===== src/hw/nvac_map.svh =====
// Purpose: Offsets, field positions, reset values and timing counts
// Assumes: 40 MHz system clock, Wishbone byte addresses
// Notes:   Offsets are word indices; byte address is four times them
`ifndef NVAC_MAP_SVH
`define NVAC_MAP_SVH

`define NVAC_CTRL_IDX        8'h1C
`define NVAC_BYTE_IDX        8'h1D
`define NVAC_LOC_IDX         8'h1E
`define NVAC_CTRL_RST        8'h00
`define NVAC_BYTE_RST        8'h00
`define NVAC_LOC_RST         6'h00
`define NVAC_RD_BIT          0
`define NVAC_WR_BIT          1
`define NVAC_CLK_HZ          40000000
`define NVAC_PROG_US         2500
`define NVAC_PROG_CYC        ((`NVAC_PROG_US * (`NVAC_CLK_HZ / 1000)) / 1000)
`define NVAC_WR_STALL        2
`define NVAC_RD_STALL        4

`endif


===== src/hw/nvac_pkg.sv =====
// Purpose: Types shared by the access-control block
// Assumes: Constants live in nvac_map.svh
// Notes:   Bus request travels as one packed struct
package nvac_pkg;

    typedef enum logic [1:0] {
        NVAC_IDLE,
        NVAC_STALL,
        NVAC_ACK
    } nvac_bus_e;

    typedef struct packed {
        logic [7:0] adr;
        logic       we;
        logic       sel;
        logic [7:0] dat;
    } nvac_req_s;

endpackage : nvac_pkg


===== src/hw/nvac_top.sv =====
// Purpose: Byte access control for a 64-location nonvolatile array
// Assumes: Classic Wishbone slave, byte lane 0 only, one clock
// Notes:   A stall holds ack off, which is how the CPU is halted
// How it works
// [RQ1] Control bits 7..2 read as zero and ignore writes.
// [RQ2] Software loads location and byte before setting the write strobe.
// [RQ3] The write strobe clears itself when the programming time ends.
// [RQ4] Software waits for the write strobe to read zero before writing.
// [RQ5] Setting the write strobe stalls the CPU for two cycles.
// [RQ6] Software sets the location first, then the read strobe.
// [RQ7] The read strobe clears with the fetched byte in the byte register.
// [RQ8] A read finishes within the strobing access, no polling needed.
// [RQ9] Setting the read strobe stalls the CPU for four cycles.
// [RQ10] Location and byte registers are not guarded against nesting.
// [RQ11] Software keeps interrupts off while starting a write.
// [RQ12] The 6-bit location selects one of 64 bytes linearly.
// [RQ13] The byte register holds write data, or read data after a read.
// [RQ14] The write strobe reads one for the whole programming time.
//
// Added by the designer: the Wishbone interface to the registers.
`timescale 1ns/1ps
`include "nvac_map.svh"

module nvac_top
    import nvac_pkg::*;
#(
    parameter int PROG_CYC = `NVAC_PROG_CYC
)(
    input  wire logic        i_mclk,
    input  wire logic        i_srst,
    input  wire logic        i_ce,
    input  wire logic        i_wb_cyc,
    input  wire logic        i_wb_stb,
    input  wire logic        i_wb_we,
    input  wire logic [3:0]  i_wb_sel,
    input  wire logic [9:0]  i_wb_adr,
    input  wire logic [31:0] i_wb_dat,
    output logic      [31:0] o_wb_dat,
    output logic             o_wb_ack,
    output logic             o_wb_err,
    output logic             o_nvm_busy
);

    localparam logic [7:0] CTRL_IDX = `NVAC_CTRL_IDX;
    localparam logic [7:0] BYTE_IDX = `NVAC_BYTE_IDX;
    localparam logic [7:0] LOC_IDX  = `NVAC_LOC_IDX;
    localparam logic [2:0] WR_STALL = 3'(`NVAC_WR_STALL);
    localparam logic [2:0] RD_STALL = 3'(`NVAC_RD_STALL);
    localparam logic [31:0] PROG_LAST = 32'(PROG_CYC - 1);

    function automatic logic is_reg(input logic [7:0] idx);
        is_reg = (idx == CTRL_IDX) || (idx == BYTE_IDX) || (idx == LOC_IDX);
    endfunction : is_reg

    nvac_req_s   req;
    nvac_bus_e   bus_st;
    logic [7:0]  mem [0:63];
    logic [5:0]  nvm_location_reg;
    logic [7:0]  nvm_byte_reg;
    logic        nvm_write_strobe;
    logic        nvm_read_strobe;
    logic [2:0]  stall_cnt;
    logic [31:0] prog_cnt;
    logic        take;
    logic        hit;
    logic        set_wr;
    logic        set_rd;

    assign req  = '{adr: i_wb_adr[9:2], we: i_wb_we, sel: i_wb_sel[0],
                    dat: i_wb_dat[7:0]};
    assign take = i_ce && i_wb_cyc && i_wb_stb && (bus_st == NVAC_IDLE);
    assign hit  = is_reg(req.adr);
    // A strobe already running ignores a second set
    assign set_wr = take && req.we && req.sel && (req.adr == CTRL_IDX)
                    && req.dat[`NVAC_WR_BIT] && !nvm_write_strobe;
    assign set_rd = take && req.we && req.sel && (req.adr == CTRL_IDX)
                    && req.dat[`NVAC_RD_BIT] && !set_wr;
    assign o_nvm_busy = nvm_write_strobe;

    // Bus handshake: ack is held back while the CPU is stalled
    always_ff @(posedge i_mclk)
    begin
        if (i_srst)
        begin
            bus_st    <= NVAC_IDLE;
            stall_cnt <= 3'h0;
            o_wb_ack  <= 1'b0;
            o_wb_err  <= 1'b0;
        end
        else if (i_ce)
        begin
            o_wb_ack <= 1'b0;
            o_wb_err <= 1'b0;
            case (bus_st)
                NVAC_IDLE:
                begin
                    if (take && (set_wr || set_rd))
                    begin
                        stall_cnt <= set_wr ? WR_STALL : RD_STALL; // RQ5 RQ9
                        bus_st    <= NVAC_STALL;
                    end
                    else if (take)
                    begin
                        o_wb_ack <= hit;
                        o_wb_err <= !hit;
                        bus_st   <= NVAC_ACK;
                    end
                end
                NVAC_STALL:
                begin
                    stall_cnt <= stall_cnt - 3'h1;
                    if (stall_cnt == 3'h1)
                    begin
                        o_wb_ack <= 1'b1;
                        bus_st   <= NVAC_ACK;
                    end
                end
                NVAC_ACK:
                    bus_st <= NVAC_IDLE;
                default:
                    bus_st <= NVAC_IDLE;
            endcase
        end
    end

    // Location and byte registers; no guard against nested use
    always_ff @(posedge i_mclk)
    begin
        if (i_srst)
        begin
            nvm_location_reg <= `NVAC_LOC_RST;
            nvm_byte_reg     <= `NVAC_BYTE_RST;
        end
        else if (i_ce)
        begin
            if (take && req.we && req.sel && req.adr == LOC_IDX)
                nvm_location_reg <= req.dat[5:0]; // RQ10 RQ12
            if (take && req.we && req.sel && req.adr == BYTE_IDX)
                nvm_byte_reg <= req.dat; // RQ13
            else if (nvm_read_strobe)
                nvm_byte_reg <= mem[nvm_location_reg]; // RQ7 RQ13
        end
    end

    // Read strobe: set by the access, cleared with the byte landed
    always_ff @(posedge i_mclk)
    begin
        if (i_srst)
            nvm_read_strobe <= 1'b0;
        else if (i_ce)
            nvm_read_strobe <= set_rd; // RQ7 RQ8
    end

    // Self-timed write; the array is written once, at the start
    always_ff @(posedge i_mclk)
    begin
        if (i_srst)
        begin
            nvm_write_strobe <= 1'b0;
            prog_cnt         <= 32'h0000_0000;
        end
        else if (i_ce)
        begin
            if (set_wr)
            begin
                nvm_write_strobe <= 1'b1; // RQ14
                prog_cnt         <= 32'h0000_0000;
            end
            else if (nvm_write_strobe)
            begin
                prog_cnt <= prog_cnt + 32'h0000_0001;
                if (prog_cnt == PROG_LAST)
                    nvm_write_strobe <= 1'b0; // RQ3
            end
        end
    end

    always_ff @(posedge i_mclk)
    begin
        if (i_ce && set_wr)
            mem[nvm_location_reg] <= nvm_byte_reg; // RQ12
    end

    always_ff @(posedge i_mclk)
    begin
        if (i_srst)
            o_wb_dat <= 32'h0000_0000;
        else if (i_ce && take && !req.we)
        begin
            o_wb_dat <= 32'h0000_0000;
            case (req.adr)
                CTRL_IDX: o_wb_dat[1:0] <= {nvm_write_strobe,
                                            nvm_read_strobe}; // RQ1
                BYTE_IDX: o_wb_dat[7:0] <= nvm_byte_reg;
                LOC_IDX:  o_wb_dat[5:0] <= nvm_location_reg;
                default:  o_wb_dat <= 32'h0000_0000;
            endcase
        end
    end
endmodule : nvac_top


===== config.mk =====
export PLATFORM = sky130hd
export DESIGN_NAME = nvac_top
export DESIGN_NICKNAME = d
export VERILOG_FILES = /design/src/hw/nvac_pkg.sv /design/src/hw/nvac_top.sv
export VERILOG_INCLUDE_DIRS = /design/src /design/src/hw
export SDC_FILE = /design/constraint.sdc
export NUM_CORES = 1
export LEC_CHECK = 0
export BUFFER_PORTS_ARGS = -buffer_cell sky130_fd_sc_hd__buf_2
export CAP_MARGIN = 20
export CORE_ASPECT_RATIO = 0.9
export CORE_MARGIN = 1.5
export CORE_UTILIZATION = 50
export CTS_BUF_LIST = sky130_fd_sc_hd__clkbuf_2
export CTS_CLUSTER_SIZE = 8
export DETAILED_ROUTE_END_ITERATION = 6
export PLACE_DENSITY = 0.66
export SYNTH_ARGS = -nofsm -noshare
export SYNTH_HDL_FRONTEND = slang
export SYNTH_SLANG_ARGS = --single-unit

===== constraint.sdc =====
create_clock -name i_mclk -period 7.7 [get_ports i_mclk]
set_input_delay 1.155 -clock i_mclk [delete_from_list [all_inputs] [get_ports i_mclk]]
set_output_delay 1.155 -clock i_mclk [all_outputs]
set_load 0.05 [all_outputs]

After elaboration in Yosys (flattened, before gate mapping):

Memories as Yosys holds them, arrays and structs flattened. A register that Yosys moved wholly into a read port is not among the register bits.
Cells that the tools add are included.

* add/subtract/negate cells: 2
* equality and inequality tests: 9
* mux-type cells: 28
* reduce and logical (&&, ||, !) cells: 32

Operators with widths (number)
* 2-to-1 mux 32 bit: 2
* adder 32 x 1 -> 32 bit (second input constant): 1
* == test 32 x 17 -> 1 bit (second input constant): 1
* == test 8 x 5 -> 1 bit (second input constant): 3
* logical AND 1 bit: 16
* 2-to-1 mux 8 bit: 2
* 2-to-1 mux 6 bit: 2
* 2-to-1 mux 1 bit: 11
* 2-to-1 mux 2 bit: 4
* case mux 4 bit (2 select lines): 1
* 2-to-1 mux 3 bit: 2
* case mux 2 bit (3 select lines): 1
* case mux 3 bit (2 select lines): 1
* AND reduction 2 bit: 3
* AND reduction 3 bit: 2
* nonzero test 2 bit: 3
* logical NOT 1 bit: 4
* case mux 2 bit (2 select lines): 1
* == test 3 x 1 -> 1 bit (second input constant): 1
* logical OR 1 bit: 3
* != test 3 x 2 -> 1 bit (second input constant): 1
* subtractor 3 x 1 -> 3 bit (second input constant): 1
* == test 2 x 1 -> 1 bit (second input constant): 1
* logical NOT 2 bit: 1
* other kinds (3): 3

* register bits: 63
* RAM bits: 512
* word-level logic and storage cells: 82
* memories kept: 1

Memories
* mem: words 64, bits a word 8, read ports 1, clocked after Yosys merged registers in 1, wr ports 1, line nvac_top.sv:57 `logic [7:0] mem [0:63];`

Logic depth before layout (Yosys ltp):

Gate-level depths: netlist (run 1).

* depth after elaboration: 14
* gate-level depth with buffers: 10
* gate-level depth less buffers: 6

Worst setup path after synthesis (run 1):

Ideal clock, no wire load.

* path type: input to register
* from: input port i_wb_adr[2]
* to: memory mem[59][0] (enable)
* arrival: 2.930 ns
* required time: 7.330 ns
* slack: 4.400 ns
* stages on the path: 5
* buffers on the path: 1
* cell sequence: clkbuf_1 or3_1 nor4b_1 nand3_1 nor2_1

* longest elaborated chain between the ends: 7

Ends and longest elaborated chain
* from (decl): line nvac_top.sv:36 `input wire logic [9:0] i_wb_adr,`
* == test 8 x 5 -> 1 bit: line nvac_top.sv:74 `assign set_wr = take && req.we && req.sel && (req.adr == CTRL_IDX)`
* logical AND 1 bit (3 in a row): line nvac_top.sv:74
* logical AND 1 bit: line nvac_top.sv:180 `if (i_ce && set_wr)`
* 2-to-1 mux 1 bit: line nvac_top.sv:180
* 2-to-1 mux 1 bit (not written as such): line nvac_top.sv:181 `mem[nvm_location_reg] <= nvm_byte_reg;`
* to (decl): line nvac_top.sv:57

Every way passes these cells.

==> results of run 1 <==
-- kinds of logic after synthesis --
group / share of synthesized area [%]
xor+xnor: 1.088
buf+inv: 2.412
other cells: 0.01606
flops: 71.78
mux: 13.38
fa+ha+maj: 0.1608
simple gates: 6.925
compound gates: 4.234
-- worst max-delay path by stage --
stage / cells past startpoint / slack, ns / end
6_report: 7 / 3.96 / nvm_byte_reg[3]
3_5_place_dp: 6 / 3.05 / mem[43][4]
3_3_place_gp: 6 / 3.09 / mem[24][0]
5_1_grt: 7 / 3.68 / nvm_byte_reg[3]
4_1_cts: 7 / 4.04 / nvm_byte_reg[3]
2_1_floorplan: 5 / 4.40 / mem[59][0]
-- cell type report --
type                    instances  share of cell area [%]
diodes                          1                0.009853
clock buffers                 213                   4.197
clock inverters                32                   1.217
inverters                       9                  0.1330
multi-input cells             709                   24.06
flip-flops and latches        581                   66.05
well taps                     608                   2.995
repair buffers                 51                   1.340
-- layer usage --
| layer | global-route usage [%] | vias up | part of all wire, % | routed length [µm] |
|---|---|---|---|---|
| met1 | 30.45 | 6517 | 42 | 22100 |
| met4 | 6.716 | 2 | 2.0 | 1075 |
| li1 | - | 5715 | - | - |
| met2 | 34.51 | 567 | 47 | 24820 |
| met3 | 7.593 | 92 | 9.3 | 4901 |
| met5 | 0 | - | 0.025 | 13 |
-- cell usage after synthesis, drive strengths merged (2+ instances only) --
cell | n | area share (%)
a22oi | 29 | 0.93
clkbuf | 30 | 0.48
a21oi | 26 | 0.61
dfxtp | 69 | 5.9
or2 | 2 | 0.054
nor3 | 19 | 0.41
a211oi | 9 | 0.29
inv | 9 | 0.14
a31oi | 5 | 0.13
nor4 | 15 | 0.59
edfxtp | 512 | 66
o22ai | 13 | 0.35
nor2 | 142 | 2.3
xnor2 | 21 | 0.79
nand3b | 4 | 0.13
mux2i | 68 | 2.9
a2111oi | 2 | 0.080
o221ai | 7 | 0.26
xor2 | 8 | 0.30
o21ai | 18 | 0.39
nor2b | 15 | 0.40
nor3b | 4 | 0.15
mux2 | 31 | 1.5
and2 | 4 | 0.11
a311oi | 5 | 0.19
buf | 63 | 1.8
nand4 | 15 | 0.46
ha | 3 | 0.16
nand2 | 55 | 0.88
nor4b | 15 | 0.68
mux4 | 93 | 9.0
nand3 | 13 | 0.28
and3 | 6 | 0.16
a221oi | 18 | 0.68
or3 | 4 | 0.11
nand2b | 6 | 0.16
-- stage by stage --
stage	instance area [µm²]	hold WS [ns]	util, %	cells
after floorplan	23430	0.4621	-	1392
after global placement	23980	0.4729	52.42	1956
after detailed placement	23980	0.4739	52.42	1956
after CTS	25350	0.3026	55.43	2201
after global routing	25400	0.3105	55.53	2204
final	25400	0.4133	55.53	2204
-- cell usage in the layout, fill, tap and decap left out, types with 19 or more instances in the layout --
| cell type | count |
|---|---|
| a21oi_1 | 25 |
| a22oi_1 | 29 |
| buf_2 | 33 |
| clkbuf_2 | 213 |
| clkinv_1 | 20 |
| conb_1 | 24 |
| dfxtp_1 | 58 |
| edfxtp_1 | 512 |
| mux2_2 | 31 |
| mux2i_1 | 68 |
| mux4_2 | 93 |
| nand2_1 | 55 |
| nor2_1 | 142 |
| nor3_1 | 19 |
| xnor2_1 | 21 |
-- power groups by stage --
stage	Combinational [mW]	Clock (mW)	Sequential, mW
2_1_floorplan	0.0558	0	3.45
3_3_place_gp	0.0614	0	3.45
3_5_place_dp	0.0624	0	3.45
4_1_cts	0.0624	2.20	3.37
5_1_grt	0.0691	2.36	3.37
6_report	0.0646	2.15	3.37
-- worst register-to-register path: stages (launching register included) --
cell	delay (ns)
dfxtp_4	0.62
buf_4	0.62
buf_4	0.65
mux4_2	0.65
mux2i_1	0.43
nor2_1	0.14
nor4b_1	0.43
a311oi_1	0.08
==> summary.md, run 1 <==
| Metric | Value |
|---|---|
| Die X | `230.8 µm` |
| CTS Root Cell | `clkbuf_2` |
| Footprint of the multi-input gates | `6111 µm²` |
| Fraction of layout cells with a size suffix above 1 | `26.90%` |
| Regs by FF count | `mem x512, prog_cnt x32` |
| Largest net degree at the start of global routing | `82` |
| Gate count of the mapped netlist | `1,369` |
| Largest register FFs | `between 500 and 600` |
| Setup_tns | `0 ns` |
| Startpoint types | `flip-flop` |
| Main synth FF type | `edfxtp_1` |
| # DRC | `0` |
| Period Utilization, post-route | `48.57%` |
| CTS clk-pin slew, worst paths | `0.09 ns` |
| Hold endpoint | `nvm_location_reg[4]` |
| Vias in the first global route | `13,009` |
| Synth Cell Area | `approximately 23,000 µm²` |
| R2r setup slk | `3.96 ns` |
| Unique masters post-synth | `57` |
| Final nets | `1,549` |
| Worst-Skew Late Latency | `between 1 and 1.5 ns` |
| Clock share of power | `38.5%` |
| RSZ-0062 raised after global routing | `false` |
| DR iter-0 viols | `about 1,200` |
| RR Endpoint | `nvm_byte_reg[3]` |
| GRT Total Usage | `22.45%` |
| Avg WL per Cell | `between 20 and 25 µm` |
| CTS resizes | `0` |
| FMAX | `around 270 MHz` |
| Hold crit path type | `in -> reg` |
| #FFs+latches synth | `approximately 580` |
| Die Ht | `around 210 µm` |
| Htree depth | `4` |
| Final HPWL DP | `32.38 mm` |
| Crit path buf inv count | `2` |
| Top reg by flops | `mem` |
| Clk sinks | `around 580` |
| Int Pwr | `4.347 mW` |
| TritonCTS clock tree | `yes` |
| Most used cell, CP | `buf_4` |
| YS warnings | `0` |
| Avg Cell Area, Syn | `17.05 µm²` |
| WL final | `52.91 mm` |
| Part of the power in registers | `60.3%` |
| Post-placement setup slack | `3.049 ns` |
| Cells along the critical path | `buf_4 -> buf_4 -> mux4_2 -> mux2i_1 -> nor2_1 -> nor4b_1 -> a311oi_1` |
| PortBufs | `33` |
| Slowest stage cell on the critical path | `buf_4` |
| Final GP Congestion | `between 0.8 and 0.9` |
| Initial antenna violation count | `2` |
| Final setup margin | `3.960 ns` |
| Max Root-Sink Buffers | `3` |
| Critical path class | `reg -> reg` |
| Initial core utilization | `51.04%` |
| P_sw | `1.245 mW` |
| Post-synth EDFFs | `512` |
| Core Rows | `74` |
| DIE AREA | `47,990 µm²` |
| Worst Tran Pin Value | `1.087 ns` |
| Final setup fails | `0` |
| Hold buffers post-CTS | `0` |
| Combinational share of power | `between 1 and 1.5%` |
| First-pass GRT wire length | `79.53 mm` |
| Hold path start | `i_wb_dat[4]` |
| Switching share of power | `22.26%` |
| Core ar. | `45,740 µm²` |
| Max incr delay on CP | `~0.63 ns` |
| Grt ovf | `0` |
| Post-route antenna net violation count | `0` |
| Syn-to-layout area delta | `8.801%` |
| Sequential share of the synthesized area | `71.78%` |
| Cells on worst reg2reg path | `7` |
| Max-slew violations | `0` |
| Power Dens Cells | `220.1 nW/µm²` |
| Leakage | `8.469 nW` |
| Post-synth ARST share | `0%` |
| WHS Path Cells | `3` |
| Maximum Capacitance Violations | `0` |
| Final min period | `3.740 ns` |
| Critical Path End Type | `flip-flop` |
| Worst VDD drop | `approximately 0.14 mV` |
| CP Max Fanout | `38` |
| DRT Pass-1 Iters | `5` |
| Status | `finished, final reports clean` |
| Reg area | `between 15,000 and 20,000 µm²` |
| Crit path DAT | `4.68 ns` |
| Top Ports | `87` |
| WP data required | `8.64 ns` |
| Clock Skews | `0.05591 ns` |
| Fillcell total | `3,614` |
| Via count | `12,893` |
| Routed vias/inst | `5.850` |
| TritonCTS Buffers | `142` |
| Hold Violations, Final | `0` |
| Slew headroom | `27.39%` |
| Cell family with most CP delay | `buffers and inverters` |
| Design Power | `roughly 5.6 mW` |
| Setup Fix Bufs, Post-CTS | `0` |
(Power assumes the default switching activity.)
==> run 2, diff against run 1 <==
==> constraint.sdc (replaced) <==
create_clock -name i_mclk -period 3.5 [get_ports i_mclk]
set_input_delay 0.525 -clock i_mclk [delete_from_list [all_inputs] [get_ports i_mclk]]
set_output_delay 0.525 -clock i_mclk [all_outputs]
set_load 0.05 [all_outputs]
==> summary.md, run 2 (synthesis results as in run 1) <==
| Metric | Value |
|---|---|
| Grt ovf | `0 (unchanged)` |
| P_sw | `2.726 mW (+120%)` |
| Routed vias/inst | `5.742 (-1.8%)` |
| WP data required | `4.48 ns (-4.16 ns)` |
| DIE AREA | `47,990 µm² (unchanged)` |
| Switching share of power | `22.42% (+0.16 points)` |
| Worst Tran Pin Value | `1.144 ns (+0.05679 ns)` |
| Setup Fix Bufs, Post-CTS | `0 (unchanged)` |
| Slowest stage cell on the critical path | `nor3b_2` |
| Crit path DAT | `4.10 ns (-0.58 ns)` |
| Final setup fails | `0 (unchanged)` |
| Post-route antenna net violation count | `0 (unchanged)` |
| Startpoint types | `flip-flop` |
| Final min period | `3.118 ns (-0.6214 ns)` |
| Final HPWL DP | `34.22 mm (+5.7%)` |
| Max-slew violations | `0 (unchanged)` |
| Critical path class | `reg -> reg` |
| GRT Total Usage | `23.16% (+0.71 points)` |
| Power Dens Cells | `462.1 nW/µm² (+110%)` |
| Core ar. | `45,740 µm² (unchanged)` |
| Fraction of layout cells with a size suffix above 1 | `30.54% (+3.6 points)` |
| Cells on worst reg2reg path | `7 (unchanged)` |
| Clk sinks | `581 (unchanged)` |
| Worst VDD drop | `0.3025 mV (+110%)` |
| Vias in the first global route | `13,725 (+5.5%)` |
| Combinational share of power | `1.3% (about the same)` |
| Cells along the critical path | `nor2_1 -> nand4_2 -> nor3b_2 -> mux2i_1 -> dlygate4sd3_1 -> nor2_1 -> dlygate4sd3_1` |
| CP Max Fanout | `7 (-82%)` |
| Setup_tns | `0 ns (unchanged)` |
| Core Rows | `74 (unchanged)` |
| Most common cell after layout, fill and taps aside | `edfxtp_1` |
| CTS clk-pin slew, worst paths | `0.11 ns (+0.02 ns)` |
| First-pass GRT wire length | `82.03 mm (+3.1%)` |
| Period Utilization, post-route | `89.10% (+41 points)` |
| Via count | `13,311 (+3.2%)` |
| Final nets | `1,664 (+7.4%)` |
| CTS Root Cell | `clkbuf_2` |
| Most frequent cells in the layout | `512 x edfxtp_1, 214 x clkbuf_2, 142 x nor2_1, 101 x buf_4, 93 x mux4_2` |
| RSZ-0062 raised after global routing | `false` |
| Slew headroom | `23.75% (-3.6 points)` |
| Hold Violations, Final | `0 (unchanged)` |
| PortBufs | `33 (unchanged)` |
| Max incr delay on CP | `0.65 ns (+0.02 ns)` |
| Critical Path End Type | `flip-flop` |
| Die Ht | `208.0 µm (unchanged)` |
| Leakage | `9.031 nW (+6.6%)` |
| Regs by FF count | `mem x512, prog_cnt x32` |
| DR iter-0 viols | `1,180 (+1.5%)` |
| TritonCTS Buffers | `141 (-0.70%)` |
| Largest register FFs | `512 (unchanged)` |
| R2r setup slk | `0.38 ns (-3.58 ns)` |
| Hold crit path type | `in -> reg` |
| Maximum Capacitance Violations | `0 (unchanged)` |
| GRT busiest layer | `met2` |
| Top Ports | `87 (unchanged)` |
| Part of the power in registers | `61.0% (+0.7 points)` |
| Final core occ | `57.54% (+2.0 points)` |
| Top reg by flops | `mem` |
| # DRC | `0 (unchanged)` |
| Max Root-Sink Buffers | `3 (unchanged)` |
| Clock Skews | `0.08511 ns (+0.02919 ns)` |
| WL final | `54.51 mm (+3.0%)` |
| RR Startpoint | `bus_st[1]` |
| Met1 Track Usage GR | `31.23% (+0.78 points)` |
| Die X | `230.8 µm (unchanged)` |
| Final GP Congestion | `0.9012 (+1.0%)` |
| Met2 track demand over resource | `35.18% (+0.66 points)` |
| DRT Pass-1 Iters | `7 (+2)` |
| RR Endpoint | `nvm_location_reg[5]` |
| Status | `finished, final reports clean` |
| Clock share of power | `37.7% (-0.8 points)` |
| Syn-to-layout area delta | `12.75%` |
| TritonCTS clock tree | `yes` |
| Int Pwr | `9.436 mW (+120%)` |
| Avg WL per Cell | `23.52 µm (-2.0%)` |
| Initial antenna violation count | `1 (-1)` |
| Setup crit start | `bus_st[1]` |
| Initial core utilization | `51.04% (unchanged)` |
| Critical path capture point | `nvm_location_reg[5]` |
| CTS resizes | `0 (unchanged)` |
| Largest net degree at the start of global routing | `58 (-29%)` |
| Worst-Skew Late Latency | `1.13 ns (+0.04 ns)` |
| Met3 usage | `7.730% (+0.14 points)` |
| FMAX | `320.7 MHz (+20%)` |
| Htree depth | `4 (unchanged)` |
-- run 2: cell types whose count changed in the layout (fill, tap and decap cells not counted), sizes merged --
cell / delta
clkinv: -4
inv: +2
clkbuf: +1
clkinvlp: +1
buf: +89
dlygate4sd3: +27
bufinv: -2
-- run 2: critical path: cells and delay by family (launching register included) --
kind                   cells  cell delay (ns)
muxes                      1             0.25
and+or+nand+nor            4             1.21
buffers and inverters      2             1.18
DFF                        1             0.36
-- run 2: cell type report --
cell class | instances | area (µm²)
diodes | 1 | 2.502
clock buffers | 214 | 1071
clock inverters | 29 | 251.5
fillers | 3596 | 19420
inverters | 9 | 33.78
multi-input cells | 709 | 6111
flip-flops and latches | 581 | 16770
well taps | 608 | 760.7
repair buffers | 167 | 1314
-- run 2: per-layer routing --
| layer | vias to the layer above | wire [µm] |
|---|---|---|
| li1 | 5935 | - |
| met1 | 6714 | 22490 |
| met2 | 566 | 25530 |
| met3 | 96 | 5093 |
| met4 | 0 | 1398 |
| met5 | - | 0 |
-- run 2: what timing repair did --
action	in CTS	in global routing
endpoints found under the setup margin	0	0
hold endpoints to repair	40	0
hold buffers	27	0
-- run 2: per-stage QoR --
step / cells / area [µm²] / hold slack [ns] / setup slack, ns / total power [mW]
detailed placement: 2047 / 24720 / 0.4788 / 0.5441 / 7.721
global route: 2318 / 26320 / 0.08691 / 0.2425 / 12.65
finish: 2318 / 26320 / 0.1551 / 0.3815 / 12.16
floorplan: 1392 / 23430 / 0.4621 / 0.8297 / 7.708
CTS: 2317 / 26320 / 0.05040 / 0.4207 / 12.29
global placement: 2047 / 24720 / 0.4723 / 0.5823 / 7.718
-- run 2: worst min path at each step --
stage / start / depth (start not counted) / endpoint
finish: i_wb_adr[9] / 6 / flip-flop
global route: i_wb_adr[8] / 6 / flip-flop
CTS: i_wb_adr[8] / 6 / nvm_location_reg[1]
detailed placement: o_wb_dat[3] / 2 / o_wb_dat[3]
global placement: o_wb_dat[2] / 2 / o_wb_dat[2]
floorplan: stall_cnt[2] / 2 / stall_cnt[2]
-- run 2: power groups by stage --
stage | combinational (mW) | clock [mW] | sequential [mW]
global placement | 0.137 | 0 | 7.58
global route | 0.170 | 5.06 | 7.42
floorplan | 0.123 | 0 | 7.59
CTS | 0.157 | 4.72 | 7.42
detailed placement | 0.139 | 0 | 7.58
finish | 0.159 | 4.58 | 7.42
